==> config.mk <==
export PLATFORM = sky130hd
export DESIGN_NAME = adcmx_ctrl
export DESIGN_NICKNAME = d
export VERILOG_FILES = /design/src/common/adcmx_pkg.sv /design/src/verilog/adcmx_ctrl.sv
export SDC_FILE = /design/constraint.sdc
export NUM_CORES = 1
export LEC_CHECK = 0
export ABC_AREA = 1
export BUFFER_PORTS_ARGS = -buffer_cell sky130_fd_sc_hd__buf_2
export CAP_MARGIN = 40
export CORE_MARGIN = 1
export CORE_UTILIZATION = 25
export CTS_CLUSTER_DIAMETER = 150
export DETAILED_ROUTE_END_ITERATION = 8
export PLACE_DENSITY_LB_ADDON = 0.2
export RECOVER_POWER = 25
export SLEW_MARGIN = 20
export SYNTH_ARGS = -nofsm -noshare
export SYNTH_HDL_FRONTEND = slang
export SYNTH_SLANG_ARGS = --single-unit
==> constraint.sdc <==
create_clock -name clk_i -period 3.6 [get_ports clk_i]
set_clock_uncertainty 0.15 [all_clocks]
set_input_delay 0.36 -clock clk_i [delete_from_list [all_inputs] [get_ports clk_i]]
set_output_delay 0.36 -clock clk_i [all_outputs]
set_load 0.05 [all_outputs]
==> src/common/adcmx_pkg.sv <==
package adcmx_pkg;
    // byte addresses inside the slave window (haddr[7:0])
    localparam logic [7:0] ADDR_CTRL = 8'h00;
    localparam logic [7:0] ADDR_MUX = 8'h04;
    localparam logic [7:0] ADDR_TRIG = 8'h08;
    localparam logic [7:0] ADDR_RES_LO = 8'h0c;
    localparam logic [7:0] ADDR_RES_HI = 8'h10;
    localparam logic [7:0] ADDR_EVT_STAT = 8'h14;
    localparam logic [7:0] ADDR_EVT_MASK = 8'h18;
    localparam logic [7:0] RST_BYTE = 8'h00;
    // conversion_control_status fields
    localparam int CTRL_EN = 7;
    localparam int CTRL_START = 6;
    localparam int CTRL_AUTO = 5;
    localparam int CTRL_FLAG = 4;
    localparam int CTRL_IE = 3;
    // input_reference_select fields
    localparam int MUX_ADJ = 5;
    localparam logic [1:0] REF_EXT = 2'h0;
    localparam logic [1:0] REF_INT = 2'h3;
    localparam logic [2:0] TS_FREE = 3'h0;
    // event status / mask bits
    localparam int EVT_W = 2;
    localparam int EVT_DONE = 0;
    localparam int EVT_ABORT = 1;
    // converter clock cycles per conversion
    localparam int CONV_CYC = 13;
    localparam int INIT_CYC = 25;
    localparam logic [3:0] SRC_BANDGAP = 4'h8;
    localparam logic [3:0] SRC_GND = 4'h9;

    typedef enum logic [1:0] {
        GAIN_1X = 2'h0,
        GAIN_10X = 2'h1,
        GAIN_200X = 2'h2
    } adcmx_gain_t;

    typedef enum logic [1:0] {
        ST_IDLE = 2'b00,
        ST_CONV = 2'b01,
        ST_HOLD = 2'b11
    } adcmx_state_t;

    typedef struct packed {
        logic [1:0] ref_code;
        logic int_ref_on;
        logic ext_ref;
        logic diff;
        logic [3:0] pos;
        logic [3:0] neg;
        adcmx_gain_t gain;
    } adcmx_sel_t;

    typedef struct packed {
        logic power;
        logic tick;
        logic start;
        logic init;
        adcmx_sel_t sel;
    } adcmx_core_t;
endpackage

==> src/verilog/adcmx_ctrl.sv <==
// The register addresses and register access over AHB-Lite were chosen for this implementation.
`timescale 1ns/100ps
// Notes on behaviour
// - reference code 0 external pin, 1 supply, 2 reserved, 3 internal 2.56V.
// - reference and channel changes apply only after the running conversion completes.
// - result-adjust bit changes result presentation immediately, even mid-conversion.
// - channel codes 0-7 single-ended inputs, 11110 bandgap, 11111 ground.
// - codes 01000-11101 select differential pairs with 10x, 200x or 1x gain.
// - enable powers converter; clearing it powers off and aborts running conversion.
// - start bit begins a conversion; in free-running only the first one.
// - first conversion after enabling takes 25 converter clocks, others 13.
// - start bit reads one while converting; writing zero does nothing.
// - with auto trigger on, rising edge of selected source starts conversion.
// - completion flag sets when conversion ends and result is updated.
// - completion flag clears when the interrupt vector is taken.
// - writing one clears the completion flag; writing zero keeps it.
// - conversion interrupt needs flag, interrupt enable and global enable.
// - converter clock divides system clock by 2,2,4,8,16,32,64,128.
// - trigger source zero is free-running; switching to it triggers nothing.
// - adjust set gives left-aligned result, clear gives right-aligned.
// - after low byte read, result frozen until high byte is read.
module adcmx_ctrl
    import adcmx_pkg::*;
#(
    parameter int CONV_CYCLES = CONV_CYC,
    parameter int INIT_CYCLES = INIT_CYC
)(
    input wire logic clk_i,
    input wire logic rst_n_i,
    input wire logic ce_i,
    input wire logic hsel_i,
    input wire logic [31:0] haddr_i,
    input wire logic [1:0] htrans_i,
    input wire logic hwrite_i,
    input wire logic [2:0] hsize_i,
    input wire logic [31:0] hwdata_i,
    input wire logic hready_i,
    output logic [31:0] hrdata_o,
    output logic hreadyout_o,
    output logic hresp_o,
    input wire logic [7:0] trig_i,
    input wire logic [9:0] result_i,
    input wire logic gie_i,
    input wire logic irq_ack_i,
    output adcmx_core_t core_o,
    output logic conv_irq_o,
    output logic irq_o
);
    logic wr_ff, nxt_wr;
    logic [7:0] addr_ff, nxt_addr;
    logic [31:0] rdata_ff, nxt_rdata;
    logic en_ff, nxt_en;
    logic ate_ff, nxt_ate;
    logic flag_ff, nxt_flag;
    logic ie_ff, nxt_ie;
    logic [2:0] ps_ff, nxt_ps;
    logic [7:0] mux_ff, nxt_mux;
    logic [2:0] ts_ff, nxt_ts;
    logic [EVT_W-1:0] evt_st_ff, nxt_evt_st;
    logic [EVT_W-1:0] evt_mk_ff, nxt_evt_mk;
    logic lock_ff, nxt_lock;
    adcmx_state_t state_ff, nxt_state;
    logic [4:0] cyc_ff, nxt_cyc;
    logic first_ff, nxt_first;
    logic init_ff, nxt_init;
    logic start_ff, nxt_start;
    logic [6:0] presc_ff, nxt_presc;
    logic trig_prev_ff, nxt_trig_prev;
    logic [9:0] samp_ff, nxt_samp;
    logic [9:0] result_ff, nxt_result;
    adcmx_sel_t sel_ff, nxt_sel;
    logic bus_take, wr_ctrl, wr_evt, start_wr, trig_edge;
    logic tick, conv_end, upd, go, abort;
    logic [7:0] wdat, ctrl_rd, res_lo, res_hi;
    logic [4:0] cyc_last;

    function automatic logic [6:0] div_mask(input logic [2:0] ps);
        div_mask = (ps <= 3'h1) ? 7'h01 : 7'((8'h01 << ps) - 8'h01);
    endfunction

    function automatic adcmx_sel_t dec_sel(input logic [7:0] m);
        adcmx_sel_t s;
        s = '0;
        s.ref_code = m[7:6];
        s.int_ref_on = (m[7:6] == REF_INT);
        s.ext_ref = (m[7:6] == REF_EXT);
        s.gain = GAIN_1X;
        case (m[4:3])
            2'b00: s.pos = {1'b0, m[2:0]};
            // 10x/200x pairs on inputs 0/1 and 2/3
            2'b01:
            begin
                s.diff = 1'b1;
                s.pos = {2'b00, m[2], m[0]};
                s.neg = {2'b00, m[2], 1'b0};
                s.gain = m[1] ? GAIN_200X : GAIN_10X;
            end
            2'b10:
            begin
                s.diff = 1'b1;
                s.pos = {1'b0, m[2:0]};
                s.neg = 4'h1;
            end
            default:
            begin
                if (m[2:1] == 2'b11)
                begin
                    s.pos = m[0] ? SRC_GND : SRC_BANDGAP;
                end
                else
                begin
                    s.diff = 1'b1;
                    s.pos = {1'b0, m[2:0]};
                    s.neg = 4'h2;
                end
            end
        endcase
        return s;
    endfunction

    assign wdat = hwdata_i[7:0];
    assign bus_take = hsel_i & htrans_i[1] & hready_i;
    assign wr_ctrl = wr_ff & (addr_ff == ADDR_CTRL);
    assign wr_evt = wr_ff & (addr_ff == ADDR_EVT_STAT);
    // start bit mirrors the busy state
    assign ctrl_rd = {en_ff, state_ff != ST_IDLE, ate_ff, flag_ff, ie_ff, ps_ff};
    // presentation follows the live adjust bit
    assign res_lo = mux_ff[MUX_ADJ] ? {result_ff[1:0], 6'h00} : result_ff[7:0];
    assign res_hi = mux_ff[MUX_ADJ] ? result_ff[9:2] : {6'h00, result_ff[9:8]};

    // registers, AHB-Lite slave; zero wait state, read data sampled in address phase
    always_comb
    begin
        nxt_wr = bus_take & hwrite_i;
        nxt_addr = bus_take ? haddr_i[7:0] : addr_ff;
        nxt_rdata = rdata_ff;
        nxt_lock = lock_ff;
        if (bus_take && !hwrite_i)
        begin
            nxt_rdata = 32'h0000_0000;
            case (haddr_i[7:0])
                ADDR_CTRL: nxt_rdata[7:0] = ctrl_rd;
                ADDR_MUX: nxt_rdata[7:0] = mux_ff;
                ADDR_TRIG: nxt_rdata[2:0] = ts_ff;
                ADDR_RES_LO: nxt_rdata[7:0] = res_lo;
                ADDR_RES_HI: nxt_rdata[7:0] = res_hi;
                ADDR_EVT_STAT: nxt_rdata[EVT_W-1:0] = evt_st_ff;
                ADDR_EVT_MASK: nxt_rdata[EVT_W-1:0] = evt_mk_ff;
                default: nxt_rdata = 32'h0000_0000;
            endcase
            // low read locks, high read releases
            if (haddr_i[7:0] == ADDR_RES_LO)
                nxt_lock = 1'b1;
            if (haddr_i[7:0] == ADDR_RES_HI)
                nxt_lock = 1'b0;
        end
        nxt_en = wr_ctrl ? wdat[CTRL_EN] : en_ff;
        nxt_ate = wr_ctrl ? wdat[CTRL_AUTO] : ate_ff;
        nxt_ie = wr_ctrl ? wdat[CTRL_IE] : ie_ff;
        nxt_ps = wr_ctrl ? wdat[2:0] : ps_ff;
        nxt_mux = (wr_ff && addr_ff == ADDR_MUX) ? wdat : mux_ff;
        nxt_ts = (wr_ff && addr_ff == ADDR_TRIG) ? wdat[2:0] : ts_ff;
        nxt_evt_mk = (wr_ff && addr_ff == ADDR_EVT_MASK) ? wdat[EVT_W-1:0] : evt_mk_ff;
        nxt_flag = upd | (flag_ff & ~(wr_ctrl & wdat[CTRL_FLAG]) & ~irq_ack_i);
        nxt_evt_st = evt_st_ff & ~(wr_evt ? wdat[EVT_W-1:0] : '0);
        nxt_evt_st[EVT_DONE] = nxt_evt_st[EVT_DONE] | upd;
        nxt_evt_st[EVT_ABORT] = nxt_evt_st[EVT_ABORT] | abort;
    end

    always_ff @(posedge clk_i or negedge rst_n_i)
    begin
        if (!rst_n_i)
        begin
            wr_ff <= 1'b0;
            addr_ff <= RST_BYTE;
            rdata_ff <= 32'h0000_0000;
            lock_ff <= 1'b0;
            en_ff <= 1'b0;
            ate_ff <= 1'b0;
            ie_ff <= 1'b0;
            ps_ff <= 3'h0;
            mux_ff <= RST_BYTE;
            ts_ff <= 3'h0;
            evt_mk_ff <= '0;
            flag_ff <= 1'b0;
            evt_st_ff <= '0;
        end
        else if (ce_i)
        begin
            wr_ff <= nxt_wr;
            addr_ff <= nxt_addr;
            rdata_ff <= nxt_rdata;
            lock_ff <= nxt_lock;
            en_ff <= nxt_en;
            ate_ff <= nxt_ate;
            ie_ff <= nxt_ie;
            ps_ff <= nxt_ps;
            mux_ff <= nxt_mux;
            ts_ff <= nxt_ts;
            evt_mk_ff <= nxt_evt_mk;
            flag_ff <= nxt_flag;
            evt_st_ff <= nxt_evt_st;
        end
    end

    // prescaler tick when the low bits of the counter are all ones
    assign tick = en_ff & ((presc_ff & div_mask(ps_ff)) == div_mask(ps_ff));
    // start write, enable may be set in the same write
    // a written zero never starts or stops anything
    assign start_wr = wr_ctrl & wdat[CTRL_START] & wdat[CTRL_EN];
    // edge of selected source; code zero never edges
    assign trig_edge = ate_ff & (ts_ff != TS_FREE) & trig_i[ts_ff] & ~trig_prev_ff;
    assign cyc_last = init_ff ? 5'(INIT_CYCLES - 1) : 5'(CONV_CYCLES - 1);
    assign conv_end = (state_ff == ST_CONV) & tick & (cyc_ff == cyc_last);
    assign upd = (state_ff == ST_HOLD) & ~lock_ff & nxt_en;
    assign abort = (state_ff != ST_IDLE) & ~nxt_en;
    assign go = ((state_ff == ST_IDLE) & nxt_en & (start_wr | trig_edge))
        | (upd & ate_ff & (ts_ff == TS_FREE));

    always_comb
    begin
        nxt_state = state_ff;
        nxt_cyc = cyc_ff;
        nxt_init = init_ff;
        nxt_samp = conv_end ? result_i : samp_ff;
        nxt_result = upd ? samp_ff : result_ff;
        nxt_presc = en_ff ? presc_ff + 7'h01 : 7'h00;
        nxt_trig_prev = trig_i[ts_ff];
        nxt_start = go;
        // init pending while disabled, consumed by a start
        nxt_first = ~nxt_en | (first_ff & ~go);
        // selection frozen from start to completion
        nxt_sel = (state_ff == ST_IDLE || upd) ? dec_sel(mux_ff) : sel_ff;
        case (state_ff)
            ST_IDLE: nxt_state = go ? ST_CONV : state_ff;
            ST_CONV:
            begin
                if (tick)
                begin
                    nxt_cyc = cyc_ff + 5'h01;
                end
                if (conv_end)
                begin
                    nxt_state = ST_HOLD;
                end
            end
            ST_HOLD:
            begin
                // completion waits for the high byte read while the result is locked
                if (upd)
                    nxt_state = go ? ST_CONV : ST_IDLE;
            end
            default: nxt_state = ST_IDLE;
        endcase
        if (go)
        begin
            nxt_cyc = 5'h00;
            nxt_init = first_ff;
        end
        if (abort)
            nxt_state = ST_IDLE;
    end

    always_ff @(posedge clk_i or negedge rst_n_i)
    begin
        if (!rst_n_i)
        begin
            state_ff <= ST_IDLE;
            cyc_ff <= 5'h00;
            init_ff <= 1'b0;
            first_ff <= 1'b1;
            start_ff <= 1'b0;
            samp_ff <= 10'h000;
            result_ff <= 10'h000;
            presc_ff <= 7'h00;
            trig_prev_ff <= 1'b0;
            sel_ff <= '0;
        end
        else if (ce_i)
        begin
            state_ff <= nxt_state;
            cyc_ff <= nxt_cyc;
            init_ff <= nxt_init;
            first_ff <= nxt_first;
            start_ff <= nxt_start;
            samp_ff <= nxt_samp;
            result_ff <= nxt_result;
            presc_ff <= nxt_presc;
            trig_prev_ff <= nxt_trig_prev;
            sel_ff <= nxt_sel;
        end
    end

    assign hrdata_o = rdata_ff;
    assign hreadyout_o = 1'b1;
    assign hresp_o = 1'b0;
    assign core_o = '{power: en_ff, tick: tick, start: start_ff, init: init_ff, sel: sel_ff};
    assign conv_irq_o = flag_ff & ie_ff & gie_i;
    assign irq_o = |(evt_st_ff & evt_mk_ff);
endmodule

==> flow_results.org <==
** Cells and area
- The multi-input combinational cells in the finished layout cover a total of 0.00217 mm2.
- Ratio of cells with drive above 1 in the final layout :: 0.191
- Count of inserted antenna diode cells :: 0
- FILL cells :: 2160
- Area of all sequential standard cells :: 0.00228 mm2
- The library cells used most frequently in the layout, excluding fill and tap cells, are nand2_1, dfrtp_1, inv_1.
- Leaving out fill and tap cells, the most frequent cell in the layout is nand2_1.
- Relative area change from synthesis to final layout :: 15.3%
- In the final design database the tool counted 800 nets.

** Logic synthesis
- Distinct cells, synth :: 42
- Mux contribution to synthesized area :: 0.00893
- Simple-gate share of the synthesized area :: 0.268
- For this run, the register share of the synthesized area comes to 0.452.
- After synthesis, the share of flip-flops with an asynchronous set or reset is 1.00.
- Of the total synthesized cell area, the portion taken by XOR and XNOR cells is 0.00174.
- A synthesized cell averages roughly 8 um2.
- The post-synthesis compound-gate area fraction was 0.114.
- Counting flops and latches in the post-synthesis netlist gives 91.
- Post-synthesis cell count :: 631
- For this run, the leading register cell type out of synthesis is dfrtp_1.
- Summing every instance area after synthesis gives between 0.005 and 0.006 mm2.
- Yosys Warn Count :: 0
- Main combinational cell family by area after synthesis :: simple AND/OR/NAND/NOR gates
- Adder-Cell Fraction of Synth Area :: 0.0174
- The synthesized design contains 0 enable-type register cells.

** Floorplanning
- Initial core utilization :: 0.257
- Die width :: roughly 140 um
- Full die area :: a little over 0.02 mm2
- In this run the count of I/O pins placed on the die edge is 150.
- Measured along the y axis, the die boundary spans 144 um.
- Row generation in the floorplan step produced 51 rows.
- Core Footprint :: 0.0197 mm2

** Detailed routing
- Across all layers, the routed design uses 3984 vias.
- Wires add up to around 12000 um.
- Starting DRC count in detailed routing :: 232
- Post-route DRC :: 0
- Average via count per standard cell :: 4.12
- After detailed routing, the average wire length per cell comes to 12.8 um.
- The first TritonRoute pass finished after 4 iterations.
- The detail route stage leaves a number of antenna-violating nets equal to 0.

** CTS
- Counting every sink on the clock net gives 91.
- Cells resized by post-CTS repair :: 0
- Clock-pin slew was measured on the worst setup and hold paths at 0.07 ns.
- CTS Root Buffer Type :: clkbuf_16
- Counting along the longest clock path gives a buffer depth of 2.
- Clock H-tree levels :: 3
- At the later pin of the worst-skew pair, clock insertion delay measures around 0.36 ns.
- After clock tree synthesis, the setup repair step added 0 buffers.
- CTS tree :: built
- After clock tree synthesis, the flow added hold-fix buffers numbering 1.
- The number of clock buffers added by TritonCTS is 9.

** Worst setup path
- Grouping stages by cell kind, the critical path spends the most delay in buffers and inverters.
- Critical-path cell with the highest stage delay :: dfrtp_1
- Worst Path Required :: 3.09 ns
- The critical path in this run is classified as flip-flop to primary output.
- By instance count, the cell type seen most on the critical path is nand2_1.
- Biggest fanout along the worst timing path :: 6
- Delay contributed by the slowest stage of the critical path :: 0.46 ns
- The worst setup path is launched from a flip-flop.
- Together, buffers and inverters on the worst path number 4.
- Traced cell by cell, the critical path runs through inv_1 -> nand3_1 -> ha_1 -> inv_1 -> nand2_1 -> nand3_1 -> nand2_1 -> a21oi_1 -> nand2_1 -> inv_2 -> buf_2.
- Arrival time of data at the critical path endpoint :: 2.26 ns
- The worst setup path is captured at a primary output.

** Place
- Final estimated routing congestion in global placement :: 0.812
- Once detailed placement completed, the half-perimeter wirelength came to 9370 um.
- During placement, the flow inserted port buffers numbering 69.

** STA
- Actual slew at the worst max-slew pin :: around 1.3 ns
- Final min period :: 2.77 ns
- RSZ-0062 raised after global routing :: false
- Final-report max-slew violation count :: 0
- Setup TNS :: 0 ns
- Max Fclk :: 361 MHz
- Headroom to the max-slew limit :: 0.164
- Final cycle utilization of the critical path :: 0.770
- The number of endpoints with negative hold slack in the final report came to 0.
- Final setup fails :: 0

** Worst hold path
- Path type of the worst min-delay path :: input pin to flip-flop

** GRT
- The total overflow left after global routing is 0.
- Number of antenna violations at the first check in global routing :: 0
- In the global route stage, overall resource usage came out at 0.128.
- Global-route wire length before repair :: 19700 um
- Vias in the first global route :: 3754
- Entering global routing, the biggest net connects 49 pins.

** Power
- Across the VDD grid, the largest voltage drop is 0.228 mV.
- Leakage power of the design :: 2.97 nW
- Total power draw :: 2.47 mW
- For this design the ratio of total power to cell area is 425 mW/mm2.

** Run
- Across the run, the number of max-cap violations was 0.

** Run status
- The run finished with clean final reports.
[logic make-up after synthesis]
logic type / after synthesis
compound gates: 96
xor+xnor: 1
fa+ha+maj: 7
buf+inv: 136
flops: 91
mux: 4
other cells: 2
simple gates: 294
[flip-flops by register name (all words and copies together) (netlist names), 2 cells and up]
signal,cells
result_ff,10
samp_ff,10
mux_ff,8
addr_ff,8
state_ff,2
presc_ff,7
cyc_ff,5
evt_st_ff,2
hrdata_o,8
ps_ff,3
core_o,13
evt_mk_ff,2
ts_ff,3
[cells in the mapped netlist, types with 3 or more instances]
master,number,area (um2)
nand2_1,165,619
dfrtp_1,90,2250
inv_1,84,315
nor2_1,46,173
o21ai_0,39,195
nand3_1,36,180
buf_4,32,240
a21oi_1,14,70.1
nor3_1,11,55.1
o21ai_1,11,55.1
o21ai_2,9,78.8
o22ai_1,9,56.3
ha_1,7,87.6
nand2_4,6,67.6
buf_2,5,25.0
inv_2,5,18.8
nand2_2,5,31.3
nor3b_1,5,37.5
a21oi_2,4,35.0
buf_6,4,45.0
mux2_2,4,45.0
nand4_1,4,25.0
o31ai_1,4,30.0
nand3_2,3,30.0
nor2_4,3,33.8
nor4_1,3,18.8
[layer usage]
layer | global-route usage | vias up | wire length, um
met5 | 0 | - | 0
met4 | 0.0526 | 0 | 239
met3 | 0.0298 | 14 | 478
met2 | 0.198 | 92 | 5390
met1 | 0.170 | 1791 | 6280
li1 | - | 2087 | -
[final cells by class]
cell class                      count  area share
Timing Repair Buffer               74      0.0653
Sequential cell                    91       0.391
Inverter                           92      0.0602
Tap cell                          265      0.0570
Clock inverter                      3     0.00795
Multi-Input combinational cell    430       0.372
Clock buffer                       12      0.0458
[power breakdown]
| group | switching, mW | total (mW) | internal [mW] |
|---|---|---|---|
| Combinational | 0.265 | 0.352 | 0.0870 |
| Clock | 0.407 | 1.00 | 0.592 |
| Sequential | 0.0481 | 1.12 | 1.07 |
| Total | 0.721 | 2.47 | 1.75 |
[worst paths after layout]
| path | startpoint | to | slack, ns | cells after the start |
|---|---|---|---|---|
| min reg2reg | core_o[2] | core_o[2] | 0.32 | 2 |
| max | ps_ff[2] | core_o[17] | 0.83 | 11 |
| max in group asynchronous | rst_n_i | first_ff | 1.62 | 3 |
| max reg2reg | ps_ff[2] | samp_ff[0] | 1.06 | 13 |
| min in group asynchronous | rst_n_i | hrdata_o[1] | 0.66 | 2 |
| min | result_i[1] | samp_ff[1] | 0.09 | 3 |
[per-stage QoR]
stage / instance area, um2 / utilization / hold slack [ns] / std cells / worst slack [ns]
floorplan: 5140 / - / -0.0856 / 657 / 1.55
global placement: 5510 / 0.280 / 0.293 / 951 / 1.01
detailed placement: 5510 / 0.280 / 0.290 / 951 / 1.06
CTS: 5830 / 0.297 / 0.0649 / 967 / 0.770
global route: 5820 / 0.296 / 0.0887 / 967 / 0.580
finish: 5820 / 0.296 / 0.0857 / 967 / 0.827
[tightest hold or removal path: cells and delay by family]
family,cells,cell delay [ns]
buffers and inverters,2,0.13
AOI/OAI and AO/OA,1,0.05
Power figures use the tool's default switching activity.
